### src/ecl_defs.svh
// Register offsets, field positions, codes and reset values for the enclave leaf engine.
`ifndef ECL_DEFS_SVH
`define ECL_DEFS_SVH

`define ECL_ADDR_ACC     8'h00
`define ECL_ADDR_CMD     8'h04
`define ECL_ADDR_WORD0   8'h08
`define ECL_ADDR_WORDN   8'h2c
`define ECL_ADDR_ENV     8'h30
`define ECL_ADDR_DSBASE  8'h34
`define ECL_ADDR_DSLIM   8'h38
`define ECL_ADDR_FLAGS   8'h3c
`define ECL_ADDR_CNT_LO  8'h40
`define ECL_ADDR_CNT_HI  8'h44
`define ECL_ADDR_CTX_LO  8'h48
`define ECL_ADDR_CTX_HI  8'h4c

`define ECL_NUM_WORDS    10
`define ECL_W_BASE       4'h0
`define ECL_W_COUNT      4'h2
`define ECL_W_DATA       4'h4
`define ECL_W_PARENT     4'h6
`define ECL_W_CTXVAL     4'h8

`define ECL_CMD_START    0
`define ECL_CMD_INIT     1

`define ECL_LEAF_INC     32'h0000_0001
`define ECL_LEAF_CTX     32'h0000_0002

`define ECL_REGULAR_PAGE_TYPE       3'h0
`define ECL_THREAD_CONTROL_PAGE_TYPE       3'h1
`define ECL_TRIMMED_PAGE_TYPE      3'h2
`define ECL_CONTROL_STRUCTURE_PAGE_TYPE      3'h3

`define ECL_FLAG_ZF      5
`define ECL_FLAGS_ARITH  6'h1f
`define ECL_FLAGS_RST    6'h00
`define ECL_ACC_RST      32'h0000_0000
`define ECL_PAGE_MASK    12'hfff
`define ECL_CTX_MASK     3'h7

`endif

### src/ecl_pkg.sv
// Types shared by the enclave leaf engine.
`default_nettype none
package ecl_pkg;

    typedef enum logic [2:0] {
        ECL_IDLE   = 3'b001,
        ECL_CHECK  = 3'b010,
        ECL_UPDATE = 3'b100
    } ecl_state_t;

    typedef enum logic [6:0] {
        ECL_OUT_REFUSE   = 7'b0000001,
        ECL_OUT_GP       = 7'b0000010,
        ECL_OUT_PF_ENC   = 7'b0000100,
        ECL_OUT_PF_MEM   = 7'b0001000,
        ECL_OUT_CONFLICT = 7'b0010000,
        ECL_OUT_INC      = 7'b0100000,
        ECL_OUT_CTX      = 7'b1000000
    } ecl_outcome_t;

    typedef struct packed {
        logic       memFault;
        logic [2:0] pageType;
        logic       targetValid;
        logic       targetBusy;
        logic       structInCache;
        logic       targetInCache;
        logic       featureOn;
        logic       dsUsable;
        logic       mode64;
        logic [1:0] privLevel;
    } ecl_env_t;

    typedef struct packed {
        logic pfEnclave;
        logic pfFault;
        logic gpFault;
        logic refused;
        logic done;
        logic busy;
    } ecl_status_t;

endpackage
`default_nettype wire

### src/ecl_child_ctx_leaves.sv
// Leaf engine for child-count increment and context set, with an AHB-Lite register slave.
`include "ecl_defs.svh"
`default_nettype none
// Overview of operation
// [RULE1] Both leaves run only at privilege zero.
// [RULE2] Accumulator one selects increment when feature supported.
// [RULE3] Accumulator two selects context set when supported.
// [RULE4] Linear addresses come from data segment only.
// [RULE5] Unaligned target page raises protection fault.
// [RULE6] Operand outside page cache raises enclave fault.
// [RULE7] Busy target page returns conflict, sets zero.
// [RULE8] Invalid target page raises enclave page fault.
// [RULE9] Parent from page map, own address, else fault.
// [RULE10] Parent mismatch with structure raises protection fault.
// [RULE11] Count overflow rolls back, sets zero, invalid code.
// [RULE12] Success clears zero flag, accumulator gets zero.
// [RULE13] Increment completion clears arithmetic status flags.
// [RULE14] Unusable segment or beyond limit faults, 32-bit.
// [RULE15] Non-canonical address faults in 64-bit mode.
// [RULE16] Memory access page fault reported normally.
// [RULE17] Only target page is checked for conflicts.
// [RULE18] Other leaves never cause a conflict here.
// [RULE19] Software gives structure and context addresses.
// [RULE20] Context field overwritten; creation sets own address.
// [RULE21] Context set fails: misaligned or not structure.
// [RULE22] Context set needs 4K and 8-byte alignment.
// [RULE23] Context set completion clears arithmetic status flags.
// [RULE24] Context set: invalid/wrong type faults, else stores.
// [RULE25] Faults leave count, context, accumulator unchanged.
module ecl_child_ctx_leaves
    import ecl_pkg::*;
#(
    parameter int          VA_BITS       = 48,
    parameter logic [31:0] CONFLICT_CODE = 32'h0000_0010,
    parameter logic [31:0] INVALID_CODE  = 32'h0000_0011
) (
    input  wire logic        clock,
    input  wire logic        reset,
    input  wire logic        hsel,
    input  wire logic [31:0] haddr,
    input  wire logic [1:0]  htrans,
    input  wire logic        hwrite,
    input  wire logic [2:0]  hsize,
    input  wire logic [31:0] hwdata,
    input  wire logic        hready,
    output logic      [31:0] hrdata,
    output logic             hreadyout,
    output logic             hresp
);

    logic         addrPhase;
    logic         wrPend_q;
    logic         rdPend_q;
    logic [7:0]   busAddr_q;
    logic [31:0]  hrdata_q;
    logic         hreadyout_q;
    logic         hresp_q;
    logic [31:0]  readMux;
    logic [7:0]   wordOff;
    logic [3:0]   wordIdx;
    logic         inWords;
    logic         regWrOk;
    logic [31:0]  word_q [`ECL_NUM_WORDS];
    ecl_env_t     env_q;
    logic [31:0]  dsBase_q;
    logic [31:0]  dsLimit_q;
    logic [31:0]  acc_q;
    logic [5:0]   flags_q;
    logic [63:0]  count_q;
    logic [63:0]  ctx_q;
    ecl_status_t  status_q;
    ecl_state_t   state_q;
    ecl_outcome_t outcome_d;
    ecl_outcome_t outcome_q;
    logic         startReq;
    logic         initReq;
    logic         isInc;
    logic         isCtx;
    logic [63:0]  baseOff;
    logic [63:0]  countOff;
    logic [63:0]  dataOff;
    logic [63:0]  linBase;
    logic [63:0]  linCount;
    logic [63:0]  linData;
    logic [63:0]  parentMap;
    logic [63:0]  parentAddr;
    logic [63:0]  ctxVal;
    logic         segFault;
    logic         typeOk;
    logic         cntFull;

    // AHB-Lite slave. Reads take one wait state so a write in the previous data phase is seen.
    assign addrPhase = hsel && htrans[1] && hready;
    assign regWrOk   = wrPend_q && !status_q.busy;
    assign wordOff   = busAddr_q - `ECL_ADDR_WORD0;
    assign wordIdx   = wordOff[5:2];
    assign inWords   = busAddr_q >= `ECL_ADDR_WORD0 && busAddr_q <= `ECL_ADDR_WORDN;

    always_ff @(posedge clock) begin
        if (reset) begin
            wrPend_q    <= 1'b0;
            rdPend_q    <= 1'b0;
            busAddr_q   <= 8'h00;
            hreadyout_q <= 1'b1;
            hrdata_q    <= 32'h0;
            hresp_q     <= 1'b0;
        end else begin
            wrPend_q    <= addrPhase && hwrite;
            rdPend_q    <= addrPhase && !hwrite;
            hreadyout_q <= !(addrPhase && !hwrite);
            hresp_q     <= 1'b0;
            if (addrPhase) begin
                busAddr_q <= haddr[7:0];
            end
            if (rdPend_q) begin
                hrdata_q <= readMux;
            end
        end
    end

    assign hrdata    = hrdata_q;
    assign hreadyout = hreadyout_q;
    assign hresp     = hresp_q;

    always_comb begin
        readMux = 32'h0;
        if (busAddr_q == `ECL_ADDR_ACC) begin
            readMux = acc_q;
        end else if (busAddr_q == `ECL_ADDR_CMD) begin
            readMux = {26'h0, status_q};
        end else if (inWords) begin
            readMux = word_q[wordIdx];
        end else if (busAddr_q == `ECL_ADDR_ENV) begin
            readMux = {{(32 - $bits(ecl_env_t)){1'b0}}, env_q};
        end else if (busAddr_q == `ECL_ADDR_DSBASE) begin
            readMux = dsBase_q;
        end else if (busAddr_q == `ECL_ADDR_DSLIM) begin
            readMux = dsLimit_q;
        end else if (busAddr_q == `ECL_ADDR_FLAGS) begin
            readMux = {26'h0, flags_q};
        end else if (busAddr_q == `ECL_ADDR_CNT_LO) begin
            readMux = count_q[31:0];
        end else if (busAddr_q == `ECL_ADDR_CNT_HI) begin
            readMux = count_q[63:32];
        end else if (busAddr_q == `ECL_ADDR_CTX_LO) begin
            readMux = ctx_q[31:0];
        end else if (busAddr_q == `ECL_ADDR_CTX_HI) begin
            readMux = ctx_q[63:32];
        end
    end

    // Operand words are frozen while a leaf runs, so checks and effects see one set of inputs.
    for (genvar i = 0; i < `ECL_NUM_WORDS; i++) begin : g_word
        always_ff @(posedge clock) begin
            if (reset) begin
                word_q[i] <= 32'h0;
            end else if (regWrOk && inWords && wordIdx == 4'(i)) begin
                word_q[i] <= hwdata;
            end
        end
    end

    always_ff @(posedge clock) begin
        if (reset) begin
            env_q     <= '0;
            dsBase_q  <= 32'h0;
            dsLimit_q <= 32'h0;
        end else if (regWrOk) begin
            if (busAddr_q == `ECL_ADDR_ENV) begin
                env_q <= ecl_env_t'(hwdata[$bits(ecl_env_t)-1:0]);
            end else if (busAddr_q == `ECL_ADDR_DSBASE) begin
                dsBase_q <= hwdata;
            end else if (busAddr_q == `ECL_ADDR_DSLIM) begin
                dsLimit_q <= hwdata;
            end
        end
    end

    assign startReq = regWrOk && busAddr_q == `ECL_ADDR_CMD && hwdata[`ECL_CMD_START];
    assign initReq  = regWrOk && busAddr_q == `ECL_ADDR_CMD && hwdata[`ECL_CMD_INIT];

    // Address formation and operand checks.
    function automatic logic [63:0] linAddr(input logic [63:0] off, input logic m64, input logic [31:0] base);
        logic [31:0] lin32;
        lin32 = base + off[31:0];
        return m64 ? off : {32'h0, lin32};
    endfunction

    function automatic logic badSeg(input logic [63:0] off, input ecl_env_t env, input logic [31:0] lim);
        if (env.mode64) begin
            return off[63:VA_BITS-1] != {(65 - VA_BITS){off[63]}};
        end
        return !env.dsUsable || off[31:0] > lim;
    endfunction

    assign isInc     = acc_q == `ECL_LEAF_INC;
    assign isCtx     = acc_q == `ECL_LEAF_CTX;
    assign baseOff   = {word_q[`ECL_W_BASE + 4'h1], word_q[`ECL_W_BASE]};
    assign countOff  = {word_q[`ECL_W_COUNT + 4'h1], word_q[`ECL_W_COUNT]};
    assign dataOff   = {word_q[`ECL_W_DATA + 4'h1], word_q[`ECL_W_DATA]};
    assign parentMap = {word_q[`ECL_W_PARENT + 4'h1], word_q[`ECL_W_PARENT]};
    // No override input exists: every operand is offset into the data segment.
    assign linBase   = linAddr(baseOff, env_q.mode64, dsBase_q);  // [RULE4]
    assign linCount  = linAddr(countOff, env_q.mode64, dsBase_q); // [RULE4]
    assign linData   = linAddr(dataOff, env_q.mode64, dsBase_q);  // [RULE4]
    // [RULE14] [RULE15]
    assign segFault  = badSeg(isInc ? baseOff : dataOff, env_q, dsLimit_q) || badSeg(countOff, env_q, dsLimit_q);
    assign typeOk    = env_q.pageType inside {`ECL_REGULAR_PAGE_TYPE, `ECL_THREAD_CONTROL_PAGE_TYPE, `ECL_TRIMMED_PAGE_TYPE, `ECL_CONTROL_STRUCTURE_PAGE_TYPE}; // [RULE9]
    // Physical addresses equal linear ones here; a structure page is its own parent.
    assign parentAddr = env_q.pageType == `ECL_CONTROL_STRUCTURE_PAGE_TYPE ? linBase : parentMap; // [RULE9]
    assign cntFull   = &count_q;
    assign ctxVal    = {word_q[`ECL_W_CTXVAL + 4'h1], word_q[`ECL_W_CTXVAL]};

    always_comb begin
        outcome_d = ECL_OUT_REFUSE;
        if (!env_q.featureOn || env_q.privLevel != 2'h0 || !(isInc || isCtx)) begin
            outcome_d = ECL_OUT_REFUSE; // [RULE1] [RULE2] [RULE3]
        end else if (segFault) begin
            outcome_d = ECL_OUT_GP; // [RULE14] [RULE15]
        end else if (env_q.memFault) begin
            outcome_d = ECL_OUT_PF_MEM; // [RULE16]
        end else if (isInc) begin
            if ((linBase[11:0] & `ECL_PAGE_MASK) != 12'h0) begin
                outcome_d = ECL_OUT_GP; // [RULE5]
            end else if (!env_q.targetInCache || !env_q.structInCache) begin
                outcome_d = ECL_OUT_PF_ENC; // [RULE6]
            end else if (env_q.targetBusy) begin
                // The structure operand is shared, and other leaves never count as a conflict.
                outcome_d = ECL_OUT_CONFLICT; // [RULE7] [RULE17] [RULE18]
            end else if (!env_q.targetValid) begin
                outcome_d = ECL_OUT_PF_ENC; // [RULE8]
            end else if (!typeOk) begin
                outcome_d = ECL_OUT_PF_ENC; // [RULE9]
            end else if (parentAddr != linCount) begin
                outcome_d = ECL_OUT_GP; // [RULE10]
            end else begin
                outcome_d = ECL_OUT_INC;
            end
        end else begin
            if ((linCount[11:0] & `ECL_PAGE_MASK) != 12'h0) begin
                outcome_d = ECL_OUT_GP; // [RULE21] [RULE22]
            end else if (!env_q.structInCache) begin
                outcome_d = ECL_OUT_PF_ENC;
            end else if ((linData[2:0] & `ECL_CTX_MASK) != 3'h0) begin
                outcome_d = ECL_OUT_GP; // [RULE22]
            end else if (env_q.targetBusy) begin
                outcome_d = ECL_OUT_CONFLICT; // [RULE17]
            end else if (!env_q.targetValid || env_q.pageType != `ECL_CONTROL_STRUCTURE_PAGE_TYPE) begin
                outcome_d = ECL_OUT_PF_ENC; // [RULE21] [RULE24]
            end else begin
                outcome_d = ECL_OUT_CTX;
            end
        end
    end

    // Sequencer: one cycle to decide, one to apply, so the count update is a single edge.
    always_ff @(posedge clock) begin
        if (reset) begin
            state_q <= ECL_IDLE;
        end else begin
            case (state_q)
                ECL_IDLE: begin
                    if (startReq) begin
                        state_q <= ECL_CHECK;
                    end
                end
                ECL_CHECK: state_q <= ECL_UPDATE;
                ECL_UPDATE: state_q <= ECL_IDLE;
                default: state_q <= ECL_IDLE;
            endcase
        end
    end

    always_ff @(posedge clock) begin
        if (reset) begin
            outcome_q <= ECL_OUT_REFUSE;
        end else if (state_q == ECL_CHECK) begin
            outcome_q <= outcome_d;
        end
    end

    always_ff @(posedge clock) begin
        if (reset) begin
            status_q <= '0;
        end else if (startReq) begin
            status_q      <= '0;
            status_q.busy <= 1'b1;
        end else if (state_q == ECL_UPDATE) begin
            status_q.busy      <= 1'b0;
            status_q.done      <= 1'b1;
            status_q.refused   <= outcome_q == ECL_OUT_REFUSE;
            status_q.gpFault   <= outcome_q == ECL_OUT_GP;
            status_q.pfFault   <= outcome_q inside {ECL_OUT_PF_ENC, ECL_OUT_PF_MEM};
            status_q.pfEnclave <= outcome_q == ECL_OUT_PF_ENC; // [RULE6]
        end
    end

    // A faulting or refused leaf leaves the accumulator alone.
    always_ff @(posedge clock) begin
        if (reset) begin
            acc_q <= `ECL_ACC_RST;
        end else if (state_q == ECL_UPDATE) begin
            if (outcome_q == ECL_OUT_CONFLICT) begin
                acc_q <= CONFLICT_CODE; // [RULE7]
            end else if (outcome_q == ECL_OUT_INC) begin
                acc_q <= cntFull ? INVALID_CODE : 32'h0; // [RULE11] [RULE12]
            end else if (outcome_q == ECL_OUT_CTX) begin
                acc_q <= 32'h0; // [RULE24]
            end
        end else if (regWrOk && busAddr_q == `ECL_ADDR_ACC) begin
            acc_q <= hwdata;
        end
    end

    // Incrementing an all-ones count and rolling it back leaves it unchanged.
    always_ff @(posedge clock) begin
        if (reset) begin
            count_q <= 64'h0;
        end else if (state_q == ECL_UPDATE) begin
            if (outcome_q == ECL_OUT_INC && !cntFull) begin
                count_q <= count_q + 64'h1; // [RULE11] [RULE25]
            end
        end else if (regWrOk && busAddr_q == `ECL_ADDR_CNT_LO) begin
            count_q[31:0] <= hwdata;
        end else if (regWrOk && busAddr_q == `ECL_ADDR_CNT_HI) begin
            count_q[63:32] <= hwdata;
        end
    end

    always_ff @(posedge clock) begin
        if (reset) begin
            ctx_q <= 64'h0;
        end else if (state_q == ECL_UPDATE && outcome_q == ECL_OUT_CTX) begin
            ctx_q <= ctxVal; // [RULE20] [RULE24]
        end else if (initReq) begin
            ctx_q <= linCount; // [RULE20]
        end
    end

    always_ff @(posedge clock) begin
        if (reset) begin
            flags_q <= `ECL_FLAGS_RST;
        end else if (state_q == ECL_UPDATE && outcome_q inside {ECL_OUT_CONFLICT, ECL_OUT_INC, ECL_OUT_CTX}) begin
            flags_q <= flags_q & ~`ECL_FLAGS_ARITH; // [RULE13] [RULE23]
            flags_q[`ECL_FLAG_ZF] <= outcome_q == ECL_OUT_CONFLICT || (outcome_q == ECL_OUT_INC && cntFull); // [RULE12]
        end else if (regWrOk && busAddr_q == `ECL_ADDR_FLAGS) begin
            flags_q <= hwdata[5:0];
        end
    end
endmodule // ecl_child_ctx_leaves
`default_nettype wire

### config.mk
export PLATFORM = sky130hd
export DESIGN_NAME = ecl_child_ctx_leaves
export DESIGN_NICKNAME = d
export VERILOG_FILES = /design/src/ecl_pkg.sv /design/src/ecl_child_ctx_leaves.sv
export VERILOG_INCLUDE_DIRS = /design/src
export SDC_FILE = /design/constraint.sdc
export NUM_CORES = 2
export LEC_CHECK = 0
export BUFFER_PORTS_ARGS = -buffer_cell sky130_fd_sc_hd__buf_4
export CAP_MARGIN = 25
export CORE_AREA = 3 3 297 299
export CTS_BUF_LIST = sky130_fd_sc_hd__clkbuf_4
export DETAILED_ROUTE_END_ITERATION = 7
export DIE_AREA = 0 0 300 302
export SLEW_MARGIN = 10
export SYNTH_ARGS = -nofsm -noshare
export SYNTH_HDL_FRONTEND = slang
export SYNTH_SLANG_ARGS = --single-unit
### constraint.sdc
create_clock -name clock -period 12.1 [get_ports clock]
set_input_delay 0.605 -clock clock [delete_from_list [all_inputs] [get_ports clock]]
set_output_delay 0.605 -clock clock [all_outputs]
set_load 0.05 [all_outputs]
* Word level (Yosys, flattened, before mapping)
Memory sizes are Yosys's and may differ from the RTL's. Cells that the tools add are included.
Word-level totals: bits in registers 302, memory bits (writable) 320, output and inout bits 34, logic and storage cells 263, memories kept 1
Memories:
- word_q | depth 10, width 32, rd ports 11, clocked after Yosys merged registers in 0, wr ports 10, RTL line ecl_child_ctx_leaves.sv:63 | logic [31:0] word_q [`ECL_NUM_WORDS];
Operators by class: add/sub/neg operators 5, $lt $le $gt $ge 4, equal/unequal tests 41, muxes and demuxes 97, bitwise logic cells 12, reductions and logical operators 72
Operator list (count):
- 2-to-1 mux 32 bit | 29
- 2-to-1 mux 64 bit | 8
- adder 32 bit | 2
- adder 64 x 1 -> 64 bit (second input constant) | 1
- greater-than comparator 32 bit | 2
- inequality test 64 bit | 1
- AND reduction 64 bit | 1
- 2-to-1 mux 7 bit | 9
- 2-to-1 mux 6 bit | 8
- 2-to-1 mux 1 bit | 39
- == test 32 x 1 -> 1 bit (second input constant) | 1
- == test 32 x 2 -> 1 bit (second input constant) | 1
- == test 8 x 6 -> 1 bit (second input constant) | 4
- == test 8 x 7 -> 1 bit (second input constant) | 4
- inequality test 16 bit | 2
- logical AND 1 bit | 28
- nonzero test 12 bit | 2
- == test 4 x 3 -> 1 bit (second input constant) | 4
- nonzero test 2 bit | 8
- logical NOT 1 bit | 10
- OR 1 bit | 10
- == test 3 x 2 -> 1 bit (second input constant) | 3
- logical OR 1 bit | 9
- == test 4 x 2 -> 1 bit (second input constant) | 2
- 33 further kinds | 43

* Depth between registers and ports, before layout
An unclocked memory read counts as a cell.
depth after elaboration 15, mapped depth 20

* Worst setup path after synthesis
No wires, ideal clock.
kind register to register, start reg acc_q[18], end reg outcome_q[4], library setup time 70 ps, arrival time 4547 ps, data required time 12030 ps, setup slack 7482 ps, stages on the path, launching flop included 20, path through dfxtp_1 -> nor4_1 -> nand4_1 -> nor4b_1 -> clkbuf_1 -> clkbuf_1 -> mux2_2 -> ha_1 -> a21o_1 -> a21o_1 -> a21o_1 -> a21o_1 -> a21oi_1 -> a2bb2oi_1 -> a31oi_1 -> a221o_1 -> o31ai_1 -> nand2_1 -> or3_1 -> a21oi_1
Between the ends: word-level cells in the longest chain between the ends 8, elaborated cells between the ends (all ways) 16, classes of those cells order compare: 1; eq/ne: 3; mux: 7; reduce/logical: 5
Ends and longest elaborated chain:
- from (decl) | RTL line ecl_child_ctx_leaves.sv:67 | logic [31:0] acc_q;
- from (signal assigned) | RTL line ecl_child_ctx_leaves.sv:301 | acc_q <= `ECL_ACC_RST;
- from (signal assigned) | RTL line ecl_child_ctx_leaves.sv:306 | acc_q <= cntFull ? INVALID_CODE : 32'h0;
- from (signal assigned) | RTL line ecl_child_ctx_leaves.sv:311 | acc_q <= hwdata;
- == test 32 x 1 -> 1 bit (no source line)
- 2-to-1 mux 64 bit | RTL line ecl_child_ctx_leaves.sv:207 | assign segFault = badSeg(isInc ? baseOff : dataOff, env_q, dsLimit_q) || badSeg(countOff, env_q, dsLimit_q);
- greater-than comparator 32 bit / inequality test 16 bit (equally long branches) | RTL line ecl_child_ctx_leaves.sv:193, ecl_child_ctx_leaves.sv:191
- logical OR 1 bit / 2-to-1 mux 1 bit (equally long branches) | RTL line ecl_child_ctx_leaves.sv:193, ecl_child_ctx_leaves.sv:190
- 2-to-1 mux 1 bit | RTL line ecl_child_ctx_leaves.sv:193 | return !env.dsUsable || off[31:0] > lim;
- logical OR 1 bit | RTL line ecl_child_ctx_leaves.sv:207
- 2-to-1 mux 7 bit | RTL line ecl_child_ctx_leaves.sv:218 | end else if (segFault) begin
- 2-to-1 mux 7 bit * | RTL line ecl_child_ctx_leaves.sv:216 | if (!env_q.featureOn || env_q.privLevel != 2'h0 || !(isInc || isCtx)) begin
- to (signal assigned) | RTL line ecl_child_ctx_leaves.sv:278 | outcome_q <= outcome_d;
- to (decl) | RTL line ecl_child_ctx_leaves.sv:74 | ecl_outcome_t outcome_q;
Mark *: on every way between the ends. The rest lies on a longest branch, timed or not. The select of a mux whose other input is x is not followed. A chain may end at the register's enable or synchronous reset.

* Worst setup path after layout
start reg env_q[9] (netlist bit), end reg outcome_q[1]
Between the ends: word-level cells in the longest chain between the ends 13, elaborated cells between the ends (all ways) 17, classes of those cells eq/ne: 4; mux: 11; reduce/logical: 2
Ends and longest elaborated chain:
- from (decl) | RTL line ecl_child_ctx_leaves.sv:64 | ecl_env_t env_q;
- from (signal assigned) | RTL line ecl_child_ctx_leaves.sv:170 | env_q <= ecl_env_t'(hwdata[$bits(ecl_env_t)-1:0]);
- == test 3 x 2 -> 1 bit | RTL line ecl_child_ctx_leaves.sv:208 | assign typeOk = env_q.pageType inside {`ECL_REGULAR_PAGE_TYPE, `ECL_THREAD_CONTROL_PAGE_TYPE, `ECL_TRIMMED_PAG ...
- 2-to-1 mux 64 bit | RTL line ecl_child_ctx_leaves.sv:210 | assign parentAddr = env_q.pageType == `ECL_CONTROL_STRUCTURE_PAGE_TYPE ? linBase : parentMap;
- inequality test 64 bit | RTL line ecl_child_ctx_leaves.sv:234 | end else if (parentAddr != linCount) begin
- 2-to-1 mux 6 bit | RTL line ecl_child_ctx_leaves.sv:234
- 2-to-1 mux 6 bit * | RTL line ecl_child_ctx_leaves.sv:232 | end else if (!typeOk) begin
- 2-to-1 mux 6 bit * | RTL line ecl_child_ctx_leaves.sv:230 | end else if (!env_q.targetValid) begin
- 2-to-1 mux 6 bit * | RTL line ecl_child_ctx_leaves.sv:227 | end else if (env_q.targetBusy) begin
- 2-to-1 mux 6 bit * | RTL line ecl_child_ctx_leaves.sv:225 | end else if (!env_q.targetInCache || !env_q.structInCache) begin
- 2-to-1 mux 6 bit * | RTL line ecl_child_ctx_leaves.sv:223 | if ((linBase[11:0] & `ECL_PAGE_MASK) != 12'h0) begin
- 2-to-1 mux 7 bit * | RTL line ecl_child_ctx_leaves.sv:222 | end else if (isInc) begin
- 2-to-1 mux 7 bit * | RTL line ecl_child_ctx_leaves.sv:220 | end else if (env_q.memFault) begin
- 2-to-1 mux 7 bit * | RTL line ecl_child_ctx_leaves.sv:218
- 2-to-1 mux 7 bit * | RTL line ecl_child_ctx_leaves.sv:216
Mark *: on every way between the ends. The rest lies on a longest branch, timed or not.

==> qor.txt <==
Clock-pin transition on the worst setup and hold timing paths = 0.06 ns
Bufs on Longest Clock Path = 3
Vias in the first global route = 32500
Cts hold-fix bufs = 46
Clock Skews = 0.0695 ns
Synthesized flop and latch total = 622
# resized after CTS = 0
IO buf count = 78
Max incr delay on CP = 0.62 ns
Drc violations = 0
DRT antenna net count = 0
Slew Viols, Final = 0
Main combinational cell family by area after synthesis = simple AND/OR/NAND/NOR gates
Cts bufs inserted = 173
Final WL = 158 mm
Hold depth = 4
Pleak = 15.0 nW
Area of the multi-input gates = 20800 um^2
Most used cell, CP = nand4_1
Worst VDD drop = 0.0000523 V
Mux share of post-synthesis cell area = 0.0667
# clock sinks = 622
Ys async rst share = 0
Grt ovf = 0
Worst-Margin Slew = 1.48 ns
Ys flop type = edfxtp_1
CTS tree = done
Detailed Route Iter0 Violations = 5353
Fin crit share = 0.498
Initial Util = 0.442
Worst EP required = 13.03 ns
Layout cells sized above 1 = 0.138
Avg Inst Size Synth = 8.99 um^2
Largest net degree at the start of global routing = 216
Crit start category = flip-flop
Core area = 85400 um^2
Htree depth = 4
TNS Setup = 0 ns
Total Power = 4.84 mW
Synth Area in Compound Gates = 0.186
Cell family with most CP delay = simple AND/OR/NAND/NOR gates
Worst-path maximum fanout = 33
First drt pass iteration count = 7
WL per Instance = 28.6 um
Xor and xnor fraction of the mapped netlist area = 0.0200
Max-slew headroom = 0.0164
Synth area leaders = edfxtp_1 (25%), dfxtp_1 (16%), and2_1 (5.7%)
Buf/Inv on CP = 2
Die Y = 302 um
Worst path depth = 14
Dpl cell area = 39300 um^2
Critical path cell sequence = and3b_2, buf_4, buf_4, mux2i_1, xnor2_1, o21ai_0, or4_1, nor4_1, nand4_1, nor4_1, nand4_1, nor4_2, nand4_1, a21o_1
Total GRT Usage = 0.344
Fillers = 8186
Number of vias per cell = 6.38
Syn Std Cell Area = 37700 um^2
DP HPWL = 113 mm
Syn nets = 4406
Total Nets Final = 4447
Pwr/cell area = 115 nW/um^2
Clk root buf = clkbuf_4
EDFF count, synth = 320
Setup repair bufs after CTS = 0
Chip width = 300 um
CP Capture Type = flip-flop
Die ar. = 90600 um^2
Initial antenna violation count = 5
Crit path kind = flip-flop to flip-flop
Crit path from = env_q[9]
Synth top area share = 0.255
Reg2Reg Setup Slack = 6.07 ns
YS warnings = 0
Sequential share of the synthesized area = 0.415
CP max-delay cell = nand4_1
First-pass GRT wire length = 227 mm
Cells on worst reg2reg path = 14
Setup Viol. Count Final = 0
CP Data Arrival Time = 6.96 ns
Worst reg2reg path startpoint = env_q[9]
Area delta synth->final = 12.0%
Io pins = 108
Share of synthesized cell area in and, or, nand and nor gates = 0.227
Hold Crit Class = primary input to flip-flop
Max-cap violations = 0
Post-Synth Adder-Cell Area = 0.0444
Via count = 35300
RSZ-0062 raised after global routing = no
Post-Synthesis Cells = 4200
Tmin final = 6.03 ns
Dominant cell type by area after synthesis = edfxtp_1
Placer Congestion = 0.979
CP Capture Point = outcome_q[1]
Num rows = 107
Register area = 15700 um^2
Distinct cells, synth = 93
Clock Latency Late Sink = 1.09 ns
Post-route cell area = 42300 um^2
Outcome = completed
Final Hold Fails = 0
R2R Path End = outcome_q[1]
Max Freq = 166 MHz
==> synth_stat cells, types with 46 or more instances <==
cell type,count
a211oi_1,78
a21o_1,53
a21oi_1,349
a22oi_1,66
a311oi_1,46
and2_1,345
clkbuf_1,279
dfxtp_1,302
edfxtp_1,320
ha_1,129
inv_1,84
mux2i_1,69
mux4_2,64
nand2_1,535
nand3_1,158
nand4_1,88
nor2_1,299
nor2b_1,56
nor3_1,74
nor4_1,47
o21ai_0,131
xnor2_1,51
==> layout make-up <==
class,count,area share
Clock inverter,44,0.00752
Timing Repair Buffer,190,0.0392
Inverter,84,0.00746
Antenna cell,2,0.000118
Sequential cell,622,0.371
Clock buffer,281,0.0499
Tap cell,1144,0.0339
Multi-Input combinational cell,3170,0.491
==> power by group <==
group | total, mW | switching, mW | internal (mW)
Combinational | 0.390 | 0.259 | 0.131
Sequential | 2.31 | 0.0605 | 2.25
Clock | 2.14 | 0.984 | 1.16
==> worst min-delay path, stage by stage <==
cell	delay, ns
buf_4	0.11
and3_1	0.22
nand2_1	0.10
a21oi_1	0.05
==> state kept, by name (all words and copies together) (netlist names), 3 cells and up <==
signal,cells
state_q,3
env_q,13
dsLimit_q,32
hrdata,32
dsBase_q,32
ctx_q,64
status_q,6
word_q,320
flags_q,6
acc_q,32
outcome_q,7
busAddr_q,8
count_q,64
==> through the flow <==
stage / setup slack, ns / cells / util / hold WS, ns
finish: 6.07 / 5537 / 0.495 / 0.0893
global route: 6.04 / 5537 / 0.495 / 0.0537
CTS: 5.97 / 5528 / 0.494 / 0.00133
detailed placement: 6.00 / 5157 / 0.460 / 0.454
global placement: 6.03 / 5153 / 0.459 / 0.446
floorplan: 7.48 / 4200 / - / 0.436
==> how the worst min path moves through the flow <==
| stage | to | slack (ns) | start |
|---|---|---|---|
| 2_1_floorplan | flags_q[0] | 0.44 | flags_q[0] |
| 3_3_place_gp | flags_q[1] | 0.45 | flags_q[1] |
| 3_5_place_dp | flags_q[0] | 0.45 | flags_q[0] |
| 4_1_cts | busAddr_q[4] | 0.001 | htrans[1] |
| 5_1_grt | busAddr_q[6] | 0.05 | htrans[1] |
| 6_report | busAddr_q[4] | 0.09 | htrans[1] |
==> routing by layer <==
metal / vias to the layer above / global-route usage / wire length [um]
li1: 15700 / - / -
met5: - / 0 / 11
met3: 276 / 0.104 / 21200
met2: 2106 / 0.493 / 65300
met4: 2 / 0.118 / 5490
met1: 17300 / 0.491 / 66500
==> cells by family after synthesis <==
family,count (synthesis)
mux,167
simple gates,1733
compound gates,1051
other cells,1
xor+xnor,86
fa+ha+maj,132
buf+inv,408
flops,622
==> layout by cell type (no fill, tap or decap), types with 70 or more instances in the layout <==
master    instances
nand2_1         533
dfxtp_1         298
nor3_1           70
clkbuf_4        283
edfxtp_1        320
nand3_1         157
nand4_1          88
buf_4           132
a211oi_1         78
o21ai_0         131
inv_1            84
and2_1          343
a21oi_1         349
nor2_1          289
ha_1            128
Note: power is estimated with default switching activity, not from simulation.
